## src/shared/tfs_pkg.sv

```systemverilog
// Purpose: Shared constants and types for the T1 framer, coder and sync.
// Assumes: One line bit per clock on both transmit and receive sides.
// Notes:   Multiframe-based CRC timing derived from the ESF frame length.
package tfs_pkg;
  // ************************************************************
  // Frame geometry
  // ************************************************************
  localparam int FRAME_BITS    = 193;
  localparam int CHAN_BITS     = 8;
  localparam int SF_FRAMES_12  = 12;
  localparam int SF_FRAMES_24  = 24;
  localparam int FRAME_US      = 125;
  localparam int MFRAME_US     = SF_FRAMES_24 * FRAME_US;

  // ************************************************************
  // Framing patterns, first bit in bit 0
  // ************************************************************
  localparam logic [5:0] FS_SEQ   = 6'h1c;
  localparam logic [5:0] FPS_SEQ  = 6'h34;

  // ************************************************************
  // Line coding
  // ************************************************************
  localparam int         TX_DELAY     = 10;
  localparam logic [7:0] SUB_MARKS    = 8'h1b;
  localparam logic [7:0] SUB_VIOL     = 8'h12;
  localparam logic [7:0] SUB_TAIL     = 8'hfe;
  localparam int         CARRIER_ZERO = 32;

  // ************************************************************
  // Synchronizer
  // ************************************************************
  localparam int         SYNC_LONG    = 24;
  localparam int         SYNC_SHORT   = 10;
  localparam int         OOF_WINDOW   = 4;
  localparam int         OOF_LIMIT    = 2;
  localparam int         CRC_FIRST_MS = 9;
  localparam int         CRC_NEXT_MS  = 3;
  localparam int         EMUL_MS      = 24;
  localparam int         CRC_FIRST_MF = CRC_FIRST_MS * 1000 / MFRAME_US;
  localparam int         CRC_NEXT_MF  = CRC_NEXT_MS * 1000 / MFRAME_US;
  localparam int         EMUL_MF      = EMUL_MS * 1000 / MFRAME_US;
  localparam int         CRC_TRIES    = 3;
  localparam logic [5:0] CRC_POLY     = 6'h03;

  typedef struct packed {
    logic a;
    logic b;
    logic c;
    logic d;
  } tfs_sig_t;

  typedef struct packed {
    logic extendedSuperframeMode;
    logic bit7Stuff;
    logic b8zsEnable;
    logic yellowAlarmMode;
    logic syncTime;
    logic syncEnable;
    logic syncCriteria;
    logic resync;
  } tfs_cfg_t;

  typedef enum logic [2:0] {
    ST_SYNC,
    ST_HUNT,
    ST_LOAD,
    ST_CONFIRM,
    ST_CRC
  } tfs_state_t;
endpackage

```

## src/verilog/tfs_framer_sync.sv

```systemverilog
// Purpose: T1 framing insertion, AMI/B8ZS/bit-7 coding and receive sync.
// Assumes: Each clk is one line bit; rails and serial data are synchronous.
// Notes:   Receive hunt checks one candidate at a time by slipping.
//
// Summary of operation
// - 12-frame mode sends Ft 101010 and Fs 001110 repeating.
// - Signaling A in frame 6, B in frame 12, bit 8 unless clear.
// - Ones become alternating-polarity pulses, zeros no pulse.
// - Bit-7 stuffing forces bit 7 high in all-zero channels.
// - B8ZS replaces eight zeros, 000VB0VB, positive case shown positive.
// - Violations inside a B8ZS word are not errors when enabled.
// - Received B8ZS words become eight zeros when enabled.
// - Received B8ZS words are always flagged.
// - Serial input reaches the line rails ten clocks later.
// - During search output timing stays, signaling-frame indicator low.
// - Single candidate loads at multiframe start; sync loss clears frame later.
// - Sync-time bit selects 24 or 10 good framing bits.
// - Rising resync bit starts a search at once, any state.
// - Auto resync on out-of-frame or 32 zeros when sync-enable clear.
// - Out-of-frame when 2 of last 4 framing bits wrong.
// - Sync-enable set: resync only by bit or reset rising edge.
// - ESF with criteria set needs CRC match; three failures restart.
// - First CRC check 9 ms after load, then every 3 ms.
// - After about 24 ms of search, ESF candidates get CRC tested.
// - 12-frame criteria set checks Ft and Fs; yellow skips frame 12.
// - 12-frame criteria clear syncs on Ft; multiframe needs valid Fs.
// - Framing error flags S-bit mismatches; S-bits go to link output.
// - Frame is one F bit then 24 channels, MSB first.
// - Superframe is 12 frames or 24 frames in extended mode.
`timescale 1ns/10ps
module tfs_framer_sync #(
  parameter int CARRIER_ZEROS = tfs_pkg::CARRIER_ZERO
) (
  input  wire logic            clk,
  input  wire logic            rst_n,
  input  wire tfs_pkg::tfs_cfg_t cfg,
  input  wire logic [23:0]     clearChannels,
  input  wire logic            txSerialIn,
  input  wire logic            txFrameSyncIn,
  input  wire logic            txMultiframeSyncIn,
  input  wire logic            txLinkIn,
  input  wire tfs_pkg::tfs_sig_t txSigIn,
  input  wire logic            rxPositiveRail,
  input  wire logic            rxNegativeRail,
  input  wire logic            rxResyncReset_n,
  output logic                 txPositiveRail,
  output logic                 txNegativeRail,
  output logic                 rxDataOut,
  output logic                 rxB8zsSeen,
  output logic                 rxBipolarError,
  output logic                 rxCarrierLoss,
  output logic                 syncLossFlag,
  output logic                 rxSignalingFrameInd,
  output logic                 rxMultiframePulse,
  output logic                 rxFramingErrorOut,
  output logic                 rxLinkBitsOut
);
  import tfs_pkg::*;

  generate
    if (CARRIER_ZEROS < 1 || CARRIER_ZEROS > 255) begin : g_bad
      $error("CARRIER_ZEROS out of range");
    end
  endgenerate

  // ************************************************************
  // Helpers
  // ************************************************************
  function automatic logic [5:0] crc6Step(input logic [5:0] c,
                                          input logic b);
    crc6Step = {c[4:0], 1'b0} ^ ((c[5] ^ b) ? CRC_POLY : 6'h00);
  endfunction

  function automatic logic [4:0] lastFrame(input logic esf);
    lastFrame = esf ? 5'(SF_FRAMES_24 - 1) : 5'(SF_FRAMES_12 - 1);
  endfunction

  // Returns {check, expected} for the F bit of frame f (0-based)
  function automatic logic [1:0] fExpect(input logic esf,
                                         input logic [4:0] f,
                                         input logic fsToo,
                                         input logic yel);
    if (esf) begin
      fExpect = {f[1:0] == 2'h3, FPS_SEQ[f[4:2]]};
    end else if (!f[0]) begin
      fExpect = {1'b1, ~f[1]};
    end else begin
      fExpect = {fsToo && !(yel && f == 5'(SF_FRAMES_12 - 1)),
                 FS_SEQ[f[3:1]]};
    end
  endfunction

  function automatic logic sigFrame(input logic esf, input logic [4:0] f);
    sigFrame = (f == 5'h05) || (f == 5'h0b)
               || (esf && (f == 5'h11 || f == 5'h17));
  endfunction

  // ************************************************************
  // Transmit timing and insertion
  // ************************************************************
  logic [7:0] txBitCnt;
  logic [4:0] txFrameCnt;
  logic [7:0] txPos;
  logic [4:0] txFrm;
  logic       txChEnd;
  logic [4:0] txChan;
  logic       txFbit;
  logic       txSigBit;
  logic       txIns;
  logic [7:0] txWin;
  logic       txSubst;
  logic       txMfEnd;
  logic [5:0] txCrc;
  logic [5:0] txCrcPrev;
  logic [7:0] txSh;
  logic [7:0] txViolSh;
  logic       txLastPol;
  logic       amiPos;
  logic       amiNeg;
  logic       esf;
  logic [1:0] txFexp;

  assign esf = cfg.extendedSuperframeMode;

  always_comb begin
    txPos    = txFrameSyncIn ? 8'h00 : txBitCnt;
    txFrm    = txMultiframeSyncIn ? 5'h00 : txFrameCnt;
    txChEnd  = (txPos != 8'h00) && (txPos[2:0] == 3'h0);
    txChan   = 5'((txPos - 8'h01) >> 3);
    txMfEnd  = (txPos == 8'(FRAME_BITS - 1)) && (txFrm == lastFrame(esf));
    txFexp   = fExpect(1'b0, txFrm, 1'b1, 1'b0);
    if (!esf) begin
      txFbit = txFexp[0];
    end else if (!txFrm[0]) begin
      txFbit = txLinkIn;
    end else if (txFrm[1:0] == 2'h1) begin
      txFbit = txCrcPrev[3'(5) - 3'(txFrm[4:2])];
    end else begin
      txFbit = FPS_SEQ[txFrm[4:2]];
    end
    case (txFrm)
      5'h05:   txSigBit = txSigIn.a;
      5'h0b:   txSigBit = txSigIn.b;
      5'h11:   txSigBit = txSigIn.c;
      default: txSigBit = txSigIn.d;
    endcase
    if (txPos == 8'h00) begin
      txIns = txFbit;
    end else if (txChEnd && sigFrame(esf, txFrm) && !clearChannels[txChan]) begin
      txIns = txSigBit;
    end else begin
      txIns = txSerialIn;
    end
    txWin = {txSh[6:0], txIns};
    if (cfg.bit7Stuff && txChEnd && txWin == 8'h00) begin
      txWin[1] = 1'b1;
    end
    txSubst = cfg.b8zsEnable && (txWin == 8'h00);
    if (txSubst) begin
      txWin = SUB_MARKS;
    end
  end

  always_ff @(posedge clk or negedge rst_n) begin
    if (!rst_n) begin
      txBitCnt   <= 8'h00;
      txFrameCnt <= 5'h00;
    end else begin
      txBitCnt   <= (txPos == 8'(FRAME_BITS - 1)) ? 8'h00 : txPos + 8'h01;
      if (txPos == 8'(FRAME_BITS - 1)) begin
        txFrameCnt <= (txFrm == lastFrame(esf)) ? 5'h00 : txFrm + 5'h01;
      end else begin
        txFrameCnt <= txFrm;
      end
    end
  end

  // CRC-6 over the multiframe with F bits taken as one
  always_ff @(posedge clk or negedge rst_n) begin
    if (!rst_n) begin
      txCrc     <= 6'h00;
      txCrcPrev <= 6'h00;
    end else if (txMfEnd) begin
      txCrc     <= 6'h00;
      txCrcPrev <= crc6Step(txCrc, txIns);
    end else begin
      txCrc     <= crc6Step(txCrc, (txPos == 8'h00) ? 1'b1 : txIns);
    end
  end

  // ************************************************************
  // Transmit coder: 8-stage window, AMI stage, output stage
  // ************************************************************
  always_ff @(posedge clk or negedge rst_n) begin
    if (!rst_n) begin
      txSh     <= 8'h00;
      txViolSh <= 8'h00;
    end else begin
      txSh     <= txWin;
      txViolSh <= txSubst ? SUB_VIOL : {txViolSh[6:0], 1'b0};
    end
  end

  always_ff @(posedge clk or negedge rst_n) begin
    if (!rst_n) begin
      txLastPol      <= 1'b0;
      amiPos         <= 1'b0;
      amiNeg         <= 1'b0;
      txPositiveRail <= 1'b0;
      txNegativeRail <= 1'b0;
    end else begin
      amiPos <= 1'b0;
      amiNeg <= 1'b0;
      if (txSh[7]) begin
        // Violation repeats last polarity; mirrored after negative
        amiPos    <= txViolSh[7] ? txLastPol : ~txLastPol;
        amiNeg    <= txViolSh[7] ? ~txLastPol : txLastPol;
        txLastPol <= txViolSh[7] ? txLastPol : ~txLastPol;
      end
      txPositiveRail <= amiPos;
      txNegativeRail <= amiNeg;
    end
  end

  // ************************************************************
  // Receive decoder
  // ************************************************************
  logic [7:0] rxPosSh;
  logic [7:0] rxNegSh;
  logic [7:0] rxSubSh;
  logic [7:0] rxMk;
  logic       rxLastPol;
  logic       rxDet;
  logic       rxSubNow;
  logic       rxBit;
  logic [7:0] zeroCnt;

  always_comb begin
    rxMk     = rxPosSh | rxNegSh;
    rxDet    = (rxMk == SUB_MARKS) && (rxPosSh[4] == rxLastPol)
               && (rxPosSh[3] != rxPosSh[4]) && (rxPosSh[1] == rxPosSh[3])
               && (rxPosSh[0] != rxPosSh[1]);
    rxSubNow = rxDet || rxSubSh[7];
    rxBit    = rxMk[7] && !(cfg.b8zsEnable && rxSubNow);
  end

  always_ff @(posedge clk or negedge rst_n) begin
    if (!rst_n) begin
      rxPosSh        <= 8'h00;
      rxNegSh        <= 8'h00;
      rxSubSh        <= 8'h00;
      rxLastPol      <= 1'b0;
      rxB8zsSeen     <= 1'b0;
      rxBipolarError <= 1'b0;
      rxDataOut      <= 1'b0;
    end else begin
      rxPosSh    <= {rxPosSh[6:0], rxPositiveRail};
      rxNegSh    <= {rxNegSh[6:0], rxNegativeRail};
      rxSubSh    <= rxDet ? SUB_TAIL : {rxSubSh[6:0], 1'b0};
      rxB8zsSeen <= rxDet;
      rxBipolarError <= rxMk[7] && (rxPosSh[7] == rxLastPol)
                        && !(cfg.b8zsEnable && rxSubNow);
      if (rxMk[7]) begin
        rxLastPol <= rxPosSh[7];
      end
      rxDataOut <= rxBit;
    end
  end

  always_ff @(posedge clk or negedge rst_n) begin
    if (!rst_n) begin
      zeroCnt       <= 8'h00;
      rxCarrierLoss <= 1'b0;
    end else begin
      if (rxPositiveRail || rxNegativeRail) begin
        zeroCnt <= 8'h00;
      end else if (zeroCnt < 8'(CARRIER_ZEROS)) begin
        zeroCnt <= zeroCnt + 8'h01;
      end
      rxCarrierLoss <= (zeroCnt == 8'(CARRIER_ZEROS));
    end
  end

  // ************************************************************
  // Receive output timing and monitoring
  // ************************************************************
  tfs_state_t state;
  logic [7:0] rxBitCnt;
  logic [4:0] rxFrameCnt;
  logic [7:0] huntBit;
  logic [4:0] huntFrame;
  logic [1:0] expH;
  logic [1:0] expO;
  logic [1:0] expS;
  logic       huntBad;
  logic       huntMfEnd;
  logic       rxMfEnd;
  logic       loadNow;
  logic [3:0] errHist;
  logic       oofErr;
  logic       oofNow;
  logic       resyncPrev;
  logic       rstPrev;
  logic       startHunt;
  logic [4:0] matchCnt;
  logic [4:0] needCnt;
  logic [3:0] huntMf;
  logic [3:0] mfSince;
  logic [1:0] crcFails;
  logic [7:0] confirmCnt;
  logic [5:0] rxCrc;
  logic [5:0] rxCrcPrev;
  logic [5:0] cRecv;
  logic       fsErrMf;
  logic       fsValid;
  logic       crcDue;

  always_comb begin
    expH      = fExpect(esf, huntFrame, cfg.syncCriteria, cfg.yellowAlarmMode);
    expO      = fExpect(esf, rxFrameCnt, 1'b0, 1'b0);
    expS      = fExpect(esf, rxFrameCnt, 1'b1, cfg.yellowAlarmMode);
    huntBad   = (huntBit == 8'h00) && expH[1] && (expH[0] != rxBit);
    huntMfEnd = (huntBit == 8'(FRAME_BITS - 1))
                && (huntFrame == lastFrame(esf));
    rxMfEnd   = (rxBitCnt == 8'(FRAME_BITS - 1))
                && (rxFrameCnt == lastFrame(esf));
    loadNow   = (state == ST_LOAD) && huntMfEnd;
    oofErr    = (rxBitCnt == 8'h00) && expO[1] && (expO[0] != rxBit);
    oofNow    = ({3'h0, errHist[2]} + {3'h0, errHist[1]} + {3'h0, errHist[0]}
                 + {3'h0, oofErr}) >= 4'(OOF_LIMIT);
    needCnt   = cfg.syncTime ? 5'(SYNC_LONG) : 5'(SYNC_SHORT);
    crcDue    = (mfSince + 4'h1 >= 4'(CRC_FIRST_MF))
                && (((mfSince + 4'h1 - 4'(CRC_FIRST_MF))
                     % 4'(CRC_NEXT_MF)) == 4'h0);
    startHunt = (cfg.resync && !resyncPrev)
                || (rxResyncReset_n && !rstPrev)
                || (!cfg.syncEnable && state == ST_SYNC
                    && (oofNow || rxCarrierLoss));
  end

  always_ff @(posedge clk or negedge rst_n) begin
    if (!rst_n) begin
      resyncPrev <= 1'b0;
      rstPrev    <= 1'b1;
    end else begin
      resyncPrev <= cfg.resync;
      rstPrev    <= rxResyncReset_n;
    end
  end

  // Output alignment counters, held while the resync reset is low
  always_ff @(posedge clk or negedge rst_n) begin
    if (!rst_n) begin
      rxBitCnt   <= 8'h00;
      rxFrameCnt <= 5'h00;
    end else if (!rxResyncReset_n || loadNow) begin
      rxBitCnt   <= 8'h00;
      rxFrameCnt <= 5'h00;
    end else if (rxBitCnt == 8'(FRAME_BITS - 1)) begin
      rxBitCnt   <= 8'h00;
      rxFrameCnt <= rxMfEnd ? 5'h00 : rxFrameCnt + 5'h01;
    end else begin
      rxBitCnt   <= rxBitCnt + 8'h01;
    end
  end

  // Candidate counters slip one bit on every framing mismatch in ST_HUNT
  always_ff @(posedge clk or negedge rst_n) begin
    if (!rst_n) begin
      huntBit   <= 8'h00;
      huntFrame <= 5'h00;
    end else if (!(state == ST_HUNT && huntBad)) begin
      if (huntBit == 8'(FRAME_BITS - 1)) begin
        huntBit   <= 8'h00;
        huntFrame <= huntMfEnd ? 5'h00 : huntFrame + 5'h01;
      end else begin
        huntBit   <= huntBit + 8'h01;
      end
    end
  end

  always_ff @(posedge clk or negedge rst_n) begin
    if (!rst_n) begin
      errHist <= 4'h0;
    end else if (state != ST_SYNC) begin
      errHist <= 4'h0;
    end else if (rxBitCnt == 8'h00 && expO[1]) begin
      errHist <= {errHist[2:0], oofErr};
    end
  end

  // ************************************************************
  // Synchronizer state machine
  // ************************************************************
  always_ff @(posedge clk or negedge rst_n) begin
    if (!rst_n) begin
      state        <= ST_HUNT;
      syncLossFlag <= 1'b1;
      matchCnt     <= 5'h00;
      huntMf       <= 4'h0;
      mfSince      <= 4'h0;
      crcFails     <= 2'h0;
      confirmCnt   <= 8'h00;
    end else if (startHunt) begin
      state        <= ST_HUNT;
      syncLossFlag <= 1'b1;
      matchCnt     <= 5'h00;
      huntMf       <= 4'h0;
      crcFails     <= 2'h0;
    end else begin
      case (state)
        ST_HUNT: begin
          if (huntMfEnd && huntMf != 4'hf) begin
            huntMf <= huntMf + 4'h1;
          end
          if (huntBad) begin
            matchCnt <= 5'h00;
          end else if (huntBit == 8'h00 && expH[1]) begin
            if (matchCnt + 5'h01 >= needCnt) begin
              state <= ST_LOAD;
            end
            matchCnt <= matchCnt + 5'h01;
          end
        end
        ST_LOAD: begin
          if (loadNow) begin
            mfSince    <= 4'h0;
            confirmCnt <= 8'h00;
            if (esf && (cfg.syncCriteria || huntMf >= 4'(EMUL_MF))) begin
              state <= ST_CRC;
            end else begin
              state <= ST_CONFIRM;
            end
          end
        end
        ST_CONFIRM: begin
          confirmCnt <= confirmCnt + 8'h01;
          if (confirmCnt == 8'(FRAME_BITS - 1)) begin
            syncLossFlag <= 1'b0;
            state        <= ST_SYNC;
          end
        end
        ST_CRC: begin
          if (rxMfEnd) begin
            mfSince <= mfSince + 4'h1;
            if (crcDue && cRecv == rxCrcPrev) begin
              syncLossFlag <= 1'b0;
              state        <= ST_SYNC;
            end else if (crcDue) begin
              crcFails <= crcFails + 2'h1;
              if (crcFails + 2'h1 == 2'(CRC_TRIES)) begin
                state    <= ST_HUNT;
                matchCnt <= 5'h00;
                crcFails <= 2'h0;
              end
            end
          end
        end
        default: ;
      endcase
    end
  end

  // Receive CRC-6 and collected C bits at output alignment
  always_ff @(posedge clk or negedge rst_n) begin
    if (!rst_n) begin
      rxCrc     <= 6'h00;
      rxCrcPrev <= 6'h00;
      cRecv     <= 6'h00;
    end else if (rxMfEnd) begin
      rxCrc     <= 6'h00;
      rxCrcPrev <= crc6Step(rxCrc, rxBit);
    end else begin
      rxCrc <= crc6Step(rxCrc, (rxBitCnt == 8'h00) ? 1'b1 : rxBit);
      if (rxBitCnt == 8'h00 && rxFrameCnt[1:0] == 2'h1) begin
        cRecv <= {cRecv[4:0], rxBit};
      end
    end
  end

  // ************************************************************
  // Receive timing outputs
  // ************************************************************
  always_ff @(posedge clk or negedge rst_n) begin
    if (!rst_n) begin
      fsErrMf             <= 1'b0;
      fsValid             <= 1'b0;
      rxSignalingFrameInd <= 1'b0;
      rxMultiframePulse   <= 1'b0;
      rxFramingErrorOut   <= 1'b0;
      rxLinkBitsOut       <= 1'b0;
    end else begin
      rxSignalingFrameInd <= !syncLossFlag && rxResyncReset_n
                             && sigFrame(esf, rxFrameCnt);
      rxMultiframePulse   <= (rxBitCnt == 8'h00) && (rxFrameCnt == 5'h00)
                             && rxResyncReset_n
                             && (esf || cfg.syncCriteria || fsValid);
      rxFramingErrorOut   <= (rxBitCnt == 8'h00) && expS[1]
                             && (expS[0] != rxBit)
                             && (esf || rxFrameCnt[0]);
      if (rxBitCnt == 8'h00 && rxFrameCnt[0] != esf) begin
        rxLinkBitsOut <= rxBit;
      end
      if (rxMfEnd) begin
        fsValid <= !fsErrMf;
        fsErrMf <= 1'b0;
      end else if (rxBitCnt == 8'h00 && rxFrameCnt[0] && expS[1]
                   && expS[0] != rxBit) begin
        fsErrMf <= 1'b1;
      end
    end
  end
endmodule // tfs_framer_sync
```

## config.mk

```make
export PLATFORM = sky130hd
export DESIGN_NAME = tfs_framer_sync
export DESIGN_NICKNAME = d
export VERILOG_FILES = /design/src/shared/tfs_pkg.sv /design/src/verilog/tfs_framer_sync.sv
export SDC_FILE = /design/constraint.sdc
export NUM_CORES = 1
export LEC_CHECK = 0
export BUFFER_PORTS_ARGS = -buffer_cell sky130_fd_sc_hd__buf_2
export CORE_ASPECT_RATIO = 0.7
export CORE_MARGIN = 2
export CORE_UTILIZATION = 41
export CTS_BUF_LIST = sky130_fd_sc_hd__clkbuf_4
export DETAILED_ROUTE_END_ITERATION = 6
export GPL_TIMING_DRIVEN = 0
export PLACE_DENSITY = 0.57
export SETUP_SLACK_MARGIN = 0.2
export SLEW_MARGIN = 10
export SYNTH_ARGS = -nofsm -noshare
export SYNTH_HDL_FRONTEND = slang
export SYNTH_SLANG_ARGS = --single-unit
```

## constraint.sdc

```tcl
create_clock -name clk -period 12.5 [get_ports clk]
set_clock_uncertainty 0.05 [all_clocks]
set_input_delay 1.25 -clock clk [delete_from_list [all_inputs] [get_ports clk]]
set_output_delay 1.25 -clock clk [all_outputs]
set_load 0.01 [all_outputs]
```

# Yosys cells after proc, flatten, opt, wreduce, memory -nomap -nowiden
# Memory sizes are Yosys's and may differ from the RTL's.
# Cells that the tools add are included.
[op_classes]
n_addsub = 17
magnitude_cmp = 13
n_eq_ne = 54
muxes = 98
bitwise_logic = 16
n_reduce_logical = 107
[ops]
columns = ["op", "count"]
rows = [
  ["2-to-1 mux 8 bit", 11],
  ["2-to-1 mux 5 bit", 16],
  ["logical AND 1 bit", 48],
  ["adder 8 x 1 -> 8 bit, second input constant", 5],
  ["logical NOT 8 bit", 5],
  ["2-to-1 mux 3 bit", 13],
  ["== test 8 bit, second input constant", 4],
  ["2-to-1 mux 2 bit", 16],
  ["less-than comparator 3 x 4 -> 1 bit, second input constant", 7],
  ["2-to-1 mux 1 bit", 27],
  ["inequality test 3 bit, second input constant", 9],
  ["bitwise XOR 6 x 2 -> 6 bit", 4],
  ["nonzero test 2 bit", 11],
  ["adder 5 x 1 -> 5 bit, second input constant", 4],
  ["== test 5 bit, second input constant", 4],
  ["2-to-1 mux 4 bit", 5],
  ["logical OR 1 bit", 16],
  ["inequality test 4 bit, second input constant", 4],
  ["one-hot mux 8 bit (2 select lines)", 1],
  ["== test 5 x 4 -> 1 bit, second input constant", 3],
  ["== test 5 bit", 3],
  ["2-to-1 mux 6 bit", 2],
  ["one-hot mux 3 bit (4 select lines)", 1],
  ["AND reduction 4 bit", 3],
  ["44 further kinds", 83],
]
[totals]
ff_bits = 165
romBits = 48
in_bits = 45
out_inout_bits = 11
word_cells = 354
mem_count = 6
[memory_table]
columns = ["name", "words", "width", "rd", "rd_clocked_by_memory_dff", "write_ports", "line", "source"]
rows = [
  ["(name not given)", 8, 1, 1, 0, 0, "tfs_framer_sync.sv:89", "FS_SEQ[f[3:1]]};"],
  ["(name not given)", 8, 1, 1, 0, 0, "tfs_framer_sync.sv:84", "fExpect = {f[1:0] == 2'h3, FPS_SEQ[f[4:2]]};"],
  ["(name not given)", 8, 1, 1, 0, 0, "tfs_framer_sync.sv:89", ""],
  ["(name not given)", 8, 1, 1, 0, 0, "tfs_framer_sync.sv:84", ""],
  ["(name not given)", 8, 1, 1, 0, 0, "tfs_framer_sync.sv:139", "txFbit = FPS_SEQ[txFrm[4:2]];"],
  ["(name not given)", 8, 1, 1, 0, 0, "tfs_framer_sync.sv:89", ""],
]

# Logic depth before layout (Yosys ltp)
# Gate-level depths: netlist of the first run.
[depth]
word_depth = 19
mapped_depth = 19
mapped_depth_nobuf = 19

# Worst setup path after synthesis of the first run
# No wires, ideal clock.
[synth_timing]
path_kind = "input to register"
from = "input cfg[7] in the netlist's numbering"
to = "register confirmCnt[6]"
setup_ns = 0.131
t_arrival_ns = 4.374
required_time_ns = 12.319
slack_ns = 7.945
cell_stages = 16
path_buffers = 2
cell_sequence = "clkbuf_1 -> clkbuf_1 -> o21ai_0 -> o31ai_1 -> xnor2_1 -> nor2_1 -> o21ai_0 -> fa_1 -> nand2b_1 -> a311oi_1 -> a221oi_1 -> o211a_1 -> and3_1 -> nand4_1 -> xor2_1 -> nor2_1"
[synth_between]
elab_chain_len = 10
word_cells_on_any_way = 16
cone_classes = "add/sub: 1; order compare: 1; eq/ne: 3; mux: 2; bitwise: 1; reduce/logical: 8"
[synth_lines]
columns = ["item", "line", "source"]
rows = [
  ["start, declared", "tfs_framer_sync.sv:36", "input wire tfs_pkg::tfs_cfg_t cfg,"],
  ["2-to-1 mux 2 bit", "tfs_framer_sync.sv:83", "if (esf) begin"],
  ["inequality test 1 bit / logical AND 1 bit (equally long branches)", "tfs_framer_sync.sv:328", "oofErr = (rxBitCnt == 8'h00) && expO[1] && (expO[0] != rxBit);"],
  ["logical AND 1 bit", "tfs_framer_sync.sv:328", ""],
  ["adder 3 x 1 -> 4 bit", "tfs_framer_sync.sv:330", "+ {3'h0, oofErr}) >= 4'(OOF_LIMIT);"],
  [">= comparator 4 x 2 -> 1 bit", "tfs_framer_sync.sv:330", ""],
  ["logical OR 1 bit", "tfs_framer_sync.sv:338", "&& (oofNow || rxCarrierLoss));"],
  ["logical AND 1 bit", "tfs_framer_sync.sv:338", ""],
  ["logical OR 1 bit", "tfs_framer_sync.sv:337", "|| (!cfg.syncEnable && state == ST_SYNC"],
  ["inverter 1 bit (no line)", "-", ""],
  ["AND reduction 3 bit (no line) (*)", "-", ""],
  ["end signal, assigned", "tfs_framer_sync.sv:437", "confirmCnt <= confirmCnt + 8'h01;"],
  ["end, declared", "tfs_framer_sync.sv:310", "logic [7:0] confirmCnt;"],
]
# Every way passes the cells marked *; elsewhere a longest branch is shown, timed or not.
# A chain may end at the register's enable or synchronous reset.

# Worst setup path after layout of the first run
[layout_timing]
from = "register rxBitCnt[4]"
to = "register matchCnt[2]"
[layout_between]
elab_chain_len = 10
word_cells_on_any_way = 18
cone_classes = "add/sub: 1; order compare: 1; eq/ne: 6; mux: 1; reduce/logical: 9"
[layout_lines]
columns = ["item", "line", "source"]
rows = [
  ["start, declared", "tfs_framer_sync.sv:288", "logic [7:0] rxBitCnt;"],
  ["start signal, assigned", "tfs_framer_sync.sv:363", "rxBitCnt <= rxBitCnt + 8'h01;"],
  ["logical NOT 8 bit", "tfs_framer_sync.sv:328", ""],
  ["logical AND 1 bit (2 in series)", "tfs_framer_sync.sv:328", ""],
  ["adder 3 x 1 -> 4 bit", "tfs_framer_sync.sv:330", ""],
  [">= comparator 4 x 2 -> 1 bit", "tfs_framer_sync.sv:330", ""],
  ["logical OR 1 bit", "tfs_framer_sync.sv:338", ""],
  ["logical AND 1 bit", "tfs_framer_sync.sv:338", ""],
  ["logical OR 1 bit", "tfs_framer_sync.sv:337", ""],
  ["inequality test 4 bit (no line), or another cell as far along", "-", ""],
  ["AND reduction 6 bit (no line)", "-", ""],
  ["end signal, assigned", "tfs_framer_sync.sv:422", "matchCnt <= matchCnt + 5'h01;"],
  ["end, declared", "tfs_framer_sync.sv:305", "logic [4:0] matchCnt;"],
]
# Parallel ways exist; a longest one is shown, timed or not.

==> impl_metrics.toml, run 1 <==
[setup_path]
rr_startpoint = "rxBitCnt[4]"
start_kind = "flop"
worst-setup-path-type = "reg -> reg"
arrival_ps = 5630
path_max_fanout = 9
required_ps = 12960
cp-end-kind = "flop"
crit_start = "rxBitCnt[4]"

[clock_network]
cts_resized = 0
post_cts_buffers = 0
cts_buffer_depth = 2
post_cts_hold_buffer_count = 0
htreeDepth = 4
clk_latency_ps = 570
cts_tree = "built"
clkTransAtPathRegs_ps = 140
cts_sinks = 162
cts_root_buffer = "clkbuf_4"
numCtsBuffers = 17

[timing]
setup_viol = 0
whs_ps = 312
hold_viol = 0
worstMarginPinSlew_ps = 1110
rsz0062_at_grt = "false"
slew_headroom_pct = 26.1
slew_violations = 0
finalSetupTns_ps = 0
max_freq_mhz = 193
min_period_over_period_pct = 41.4
fin_crit_ps = 5170

[drt]
avgRoutedWirePerCell_um = 14.3
antenna_left = 0
dr.pass1.iters = 5
viasPerCell = 5.14
drt_iter0_drc = 465
num_vias = 6224
drc = 0
finalWirelength_um = 17300

[min_path]
hp-class = "reg -> reg"
worstHoldStart = "amiPos"

[floorplan]
die_area_um2 = 21500
num_rows = 43
pin_count = 56
core_area_um2 = 19900
die_w_um = 175
start_util_pct = 41.9
die_y_um = 123

[cells_and_area]
area_delta_synth_final_pct = 11.2
fin_nets = 999
nFillCells = 1946
layout-drive-gt1-share_pct = 14.1
fin_area_um2 = 9280

[synthesis]
synth.cell_area_um2 = 8350
synth_seq_cells = 162
async_flop_share_pct = 100
synth_cell_type_count = 79
yosys.area.top_type = "dfrtp_1"
syn_inst = 855
yosysTopAreaCellShare_pct = 47.7
yosysWarningCount = 0
synth_edf_count = 0
ys.flop_type = "dfrtp_1"
synthesis.nets = 925
synth.top_cells.by_area = "dfrtp_1 48%, nand2_1 4.1%, ha_1 3.6%, nor2_1 3.6%, xor2_1 3.0%"
avgSynthCellArea_um2 = 9.76
ys_seq_area_share_pct = 48.6

[place]
numPortBuffers = 54
hpwl_um = 12500
gp_congestion = 0.787
dpl_cell_area_um2 = 8990

[run]
drv_cap = 0

[power]
ir_drop_uv = 60.2
p_leak_nw = 4.22
powerDensity_nw_per_um2 = 127

[grt]
antenna_found_initial = 1
grtUsageTotal_pct = 17.1
grt_pass1_wl_um = 29300
grt_pass1_vias = 5752
grt_start_max_net_pins = 99
gr-total-overflow = 0

[run_status]
status = "complete, no violations"
[cells in the mapped netlist (4+ instances only)]
cell      count
a211oi_1      4
a21o_1       10
a21oi_1      29
a22o_1        4
a31oi_1       5
a41oi_1       4
and2_1       12
and3_1       15
buf_2         5
clkbuf_1     26
dfrtp_1     159
ha_1         24
inv_1        42
mux2_2       11
mux2i_1      11
nand2_1      91
nand2b_1     21
nand3_1      34
nand3b_1      6
nand4_1      16
nor2_1       80
nor2b_1      15
nor3_1       24
nor3b_1       6
nor4_1        8
o211ai_1      6
o21ai_0      34
o22ai_1       5
o31ai_1       5
or2_2         8
or3_1        11
xnor2_1      25
xor2_1       29
[registers in the layout, indices dropped and copies added, names as in the netlist, 5 cells and up]
signal      count
cRecv           6
confirmCnt      8
huntBit         8
huntFrame       5
matchCnt        5
rxBitCnt        8
rxCrc           6
rxCrcPrev       6
rxFrameCnt      5
rxNegSh         8
rxPosSh         8
rxSubSh         7
txBitCnt        8
txCrc           6
txCrcPrev       6
txFrameCnt      5
txSh            8
txViolSh        7
zeroCnt         8
[final cells by class]
| cell class | count | area [um2] | area share [%] |
|---|---|---|---|
| clock inverters | 14 | 158 | 1.70 |
| flip-flops and latches | 162 | 4060 | 43.7 |
| plain buffers | 34 | 141 | 1.52 |
| clock buffers | 17 | 128 | 1.38 |
| well taps | 270 | 338 | 3.64 |
| repair buffers | 55 | 308 | 3.32 |
| diodes | 1 | 2.50 | 0.0270 |
| multi-input cells | 617 | 3990 | 43.0 |
| inverters | 42 | 158 | 1.70 |
[per-stage QoR]
step                std cells  total power [mW]  utilization, %  worst slack, ps
global route             1212              1.25            46.6             6800
floorplan                 855             0.797               -             7940
CTS                      1211              1.19            46.6             7290
finish                   1212              1.17            46.6             7330
global placement         1179             0.868            45.0             6750
detailed placement       1180             0.871            45.2             6800
[worst paths after layout]
check / slack [ps] / cells past startpoint / to
setup / recovery: 7330 / 14 / matchCnt[2]
hold / removal: 310 / 0 / txPositiveRail
setup reg to reg: 7330 / 14 / matchCnt[2]
hold reg to reg: 310 / 0 / txPositiveRail
max in group asynchronous: 10970 / 2 / txFrameCnt[2]
min in group asynchronous: 570 / 1 / cRecv[2]
[placed cells by master, fill, tap and decap left out, types with 4 or more instances in the layout]
cell type / n
a31oi_1: 5
nand3b_1: 6
nor2b_1: 15
dfrtp_1: 159
mux2_2: 11
nand3_1: 34
or2_2: 8
o31ai_1: 5
clkbuf_1: 26
and2_1: 12
o22ai_1: 5
nand2_1: 91
xnor2_1: 25
nand4_1: 16
mux2i_1: 11
nand2b_1: 21
or3_1: 11
a21o_1: 10
a211oi_1: 4
a21oi_1: 29
clkinv_4: 5
ha_1: 24
inv_1: 42
buf_2: 58
nor3_1: 24
o211ai_1: 6
nor2_1: 80
nor4_1: 8
o21ai_0: 34
and3_1: 15
a22o_1: 4
nor3b_1: 6
xor2_1: 29
a41oi_1: 4
clkbuf_4: 17
[critical path, stage by stage, from the launching register on]
cell and delay (ps):
dfrtp_1 430, or2_2 320, or3_1 360, nor3_1 570, o21ai_0 370, nor2_1 260, o21ai_0 210, fa_1 530
nand2b_1 100, a311oi_1 110, a221oi_1 880, nand2_1 240, a211o_1 360, nor3b_1 230, a21o_1 110
[report_power, final]
| part | internal [mW] | total, mW | switching, mW |
|---|---|---|---|
| clock | 0.120 | 0.315 | 0.194 |
| combinational | 0.105 | 0.244 | 0.138 |
| sequential | 0.579 | 0.616 | 0.0374 |
| total | 0.804 | 1.17 | 0.370 |
[routing by layer]
metal | up-vias | GRT usage (%) | part of all wire, %
met4 | 0 | 4.84 | 1.1
met5 | - | 0 | 0
li1 | 3119 | - | -
met1 | 2994 | 27.4 | 56
met2 | 98 | 22.6 | 39
met3 | 13 | 3.94 | 3.6
[kinds of logic (layout without fill, tap and decap cells)]
logic type                 after synthesis  after routing  share of synthesized area, %
AOI/OAI and AO/OA                      144            144                          12.0
xor gates and xnor gates                54             54                          5.67
buffers and inverters                   76            162                          3.58
and+or+nand+nor                        370            370                          23.2
muxes                                   24             24                          3.07
adders and majority gates               25             25                          3.84
DFF                                    162            162                          48.6
other                                    0              1                             0
Power figures use the tool's default switching activity.
==> inputs of run 2 (changes only) <==
==> constraint.sdc (replaced) <==
create_clock -name clk -period 4.8 [get_ports clk]
set_clock_uncertainty 0.05 [all_clocks]
set_input_delay 0.48 -clock clk [delete_from_list [all_inputs] [get_ports clk]]
set_output_delay 0.48 -clock clk [all_outputs]
set_load 0.01 [all_outputs]
==> run 2 against run 1 <==
Against the previous run: die area unchanged; setup slack got worse by 6800 ps; count of clock-buffer cells in the layout unchanged; sequential share of layout area fell by 0.71 points; critical endpoint unchanged; wire length shrank 0.13%.
==> impl_metrics.toml, run 2 (synthesized netlist as in run 1, its figures left out) <==
[cells_and_area]
layout-drive-gt1-share_pct = 15.7
multi_input_area_um2 = 4060
final_cell_mix = "159 x dfrtp_1, 90 x nand2_1, 79 x nor2_1"
layout_commonest_cell = "dfrtp_1"
nFillCells = 1937
area_delta_synth_final_pct = 13.0
fin_area_um2 = 9430
register_area_um2 = 4060
fin_nets = 1008
post-route-util_pct = 47.4

[setup_path]
r2r_cells = 19
arrival_ps = 4680
slowest_delay_ps = 450
worst_path_max_delay_cell = "fa_1"
crit_chain = "nor4_2, o211ai_1, a21o_2, inv_1, o21ai_1, nand2_2, inv_2, xnor2_2, nor2_2, o21ai_1, fa_1, nand2b_1, a311oi_2, a221o_1, a21o_1, o31ai_4, a211o_1, nor3b_2, a21o_1"
cp-end-kind = "flop"
required_ps = 5250
worst-setup-path-type = "reg -> reg"
path_max_fanout = 7
start_kind = "flop"

[timing]
rsz0062_at_grt = "false"
hold_viol = 0
finalSetupTns_ps = 0
setup_viol = 0
min_period_over_period_pct = 87.9
postLayoutSetupSlackWorst_ps = 578
worstMarginPinSlew_ps = 685
max_freq_mhz = 237
slew_violations = 0
fin_crit_ps = 4220
slew_headroom_pct = 54.2

[grt]
antenna_found_initial = 1
grt_pass1_vias = 5764
grtUsageTotal_pct = 17.2
gr-total-overflow = 0
grt_pass1_wl_um = 29400
grt_start_max_net_pins = 99

[power]
ir_drop_uv = 156
p_leak_nw = 4.28
powerDensity_nw_per_um2 = 327
finalPower_mw = 3.08

[clock_network]
clk_latency_ps = 560
clkTransAtPathRegs_ps = 150
cts_tree = "built"
cts_root_buffer = "clkbuf_4"
numCtsBuffers = 17
htreeDepth = 4
cts_sinks = 162
cts_buffer_depth = 2

[place]
gp_congestion = 0.787
numPortBuffers = 54
hpwl_um = 12500
dpl_cell_area_um2 = 8990
pre_cts_ws_ps = -330

[drt]
drt_iter0_drc = 476
viasPerCell = 5.15
avgRoutedWirePerCell_um = 14.2
finalWirelength_um = 17300
num_vias = 6285
antenna_left = 0
dr.pass1.iters = 5
drc = 0

[floorplan]
start_util_pct = 41.9
core_area_um2 = 19900
die_y_um = 123
num_rows = 43
die_w_um = 175
die_area_um2 = 21500
pin_count = 56

[min_path]
hold_depth = 2
hp-class = "in -> reg"

[run]
drv_cap = 0

[run_status]
status = "complete, no violations"
[run 2: cell type report]
class,count,share of cell area (%)
antenna,1,0.0265
clock inverter,14,1.67
tap,270,3.58
inverter,42,1.67
sequential,162,43.0
clock buffer,17,1.35
buffer,34,1.50
multi-input combinational,617,43.1
timing repair buffer,64,4.11
[run 2: layer usage]
| metal | GRT usage, % | share of wire [%] | routed length, um |
|---|---|---|---|
| met1 | 27.4 | 56 | 9760 |
| met2 | 22.7 | 39 | 6730 |
| met3 | 3.91 | 3.7 | 641 |
| met4 | 4.84 | 1.0 | 179 |
| met5 | 0 | 0 | 0 |
[run 2: worst paths after layout]
path | start | end | slack [ps]
worst min-delay path | cfg[1] | rxMultiframePulse | 180
worst min register to register | amiPos | txPositiveRail | 310
worst max register to register | rxNegSh[5] | matchCnt[2] | 580
min in group asynchronous | rst_n | cRecv[2] | 400
worst max-delay path | rxNegSh[5] | matchCnt[2] | 580
max in group asynchronous | rst_n | txFrameCnt[2] | 3440
[run 2: critical path, delay by kind of cell (launching register included)]
family / cells / cell delay, ps
flops: 1 / 420
buf+inv: 2 / 220
simple gates: 5 / 940
fa+ha+maj: 1 / 450
xor+xnor: 1 / 140
compound gates: 10 / 1920
[run 2: what timing repair did]
action | in CTS | in global routing
hold endpoints to repair | 68 | 0
endpoints found under the setup margin | 19 | 17
setup buffers | 0 | 4
hold buffers | 5 | 0
gates resized for setup | 7 | 10
pin swaps | 0 | 5
[run 2: stage by stage]
stage                     cells  hold slack [ps]
after global placement     1179              282
final                      1221              178
after global routing       1221              111
after detailed placement   1180              286
after CTS                  1216              123
after floorplan             855              134
[run 2: power breakdown]
| part | leakage (nW) | internal [mW] | switching, mW | total, mW |
|---|---|---|---|---|
| Sequential | 2.08 | 1.51 | 0.0979 | 1.60 |
| Clock | 0.145 | 0.313 | 0.503 | 0.817 |
| Combinational | 2.06 | 0.289 | 0.372 | 0.662 |
| Total | 4.28 | 2.11 | 0.974 | 3.08 |
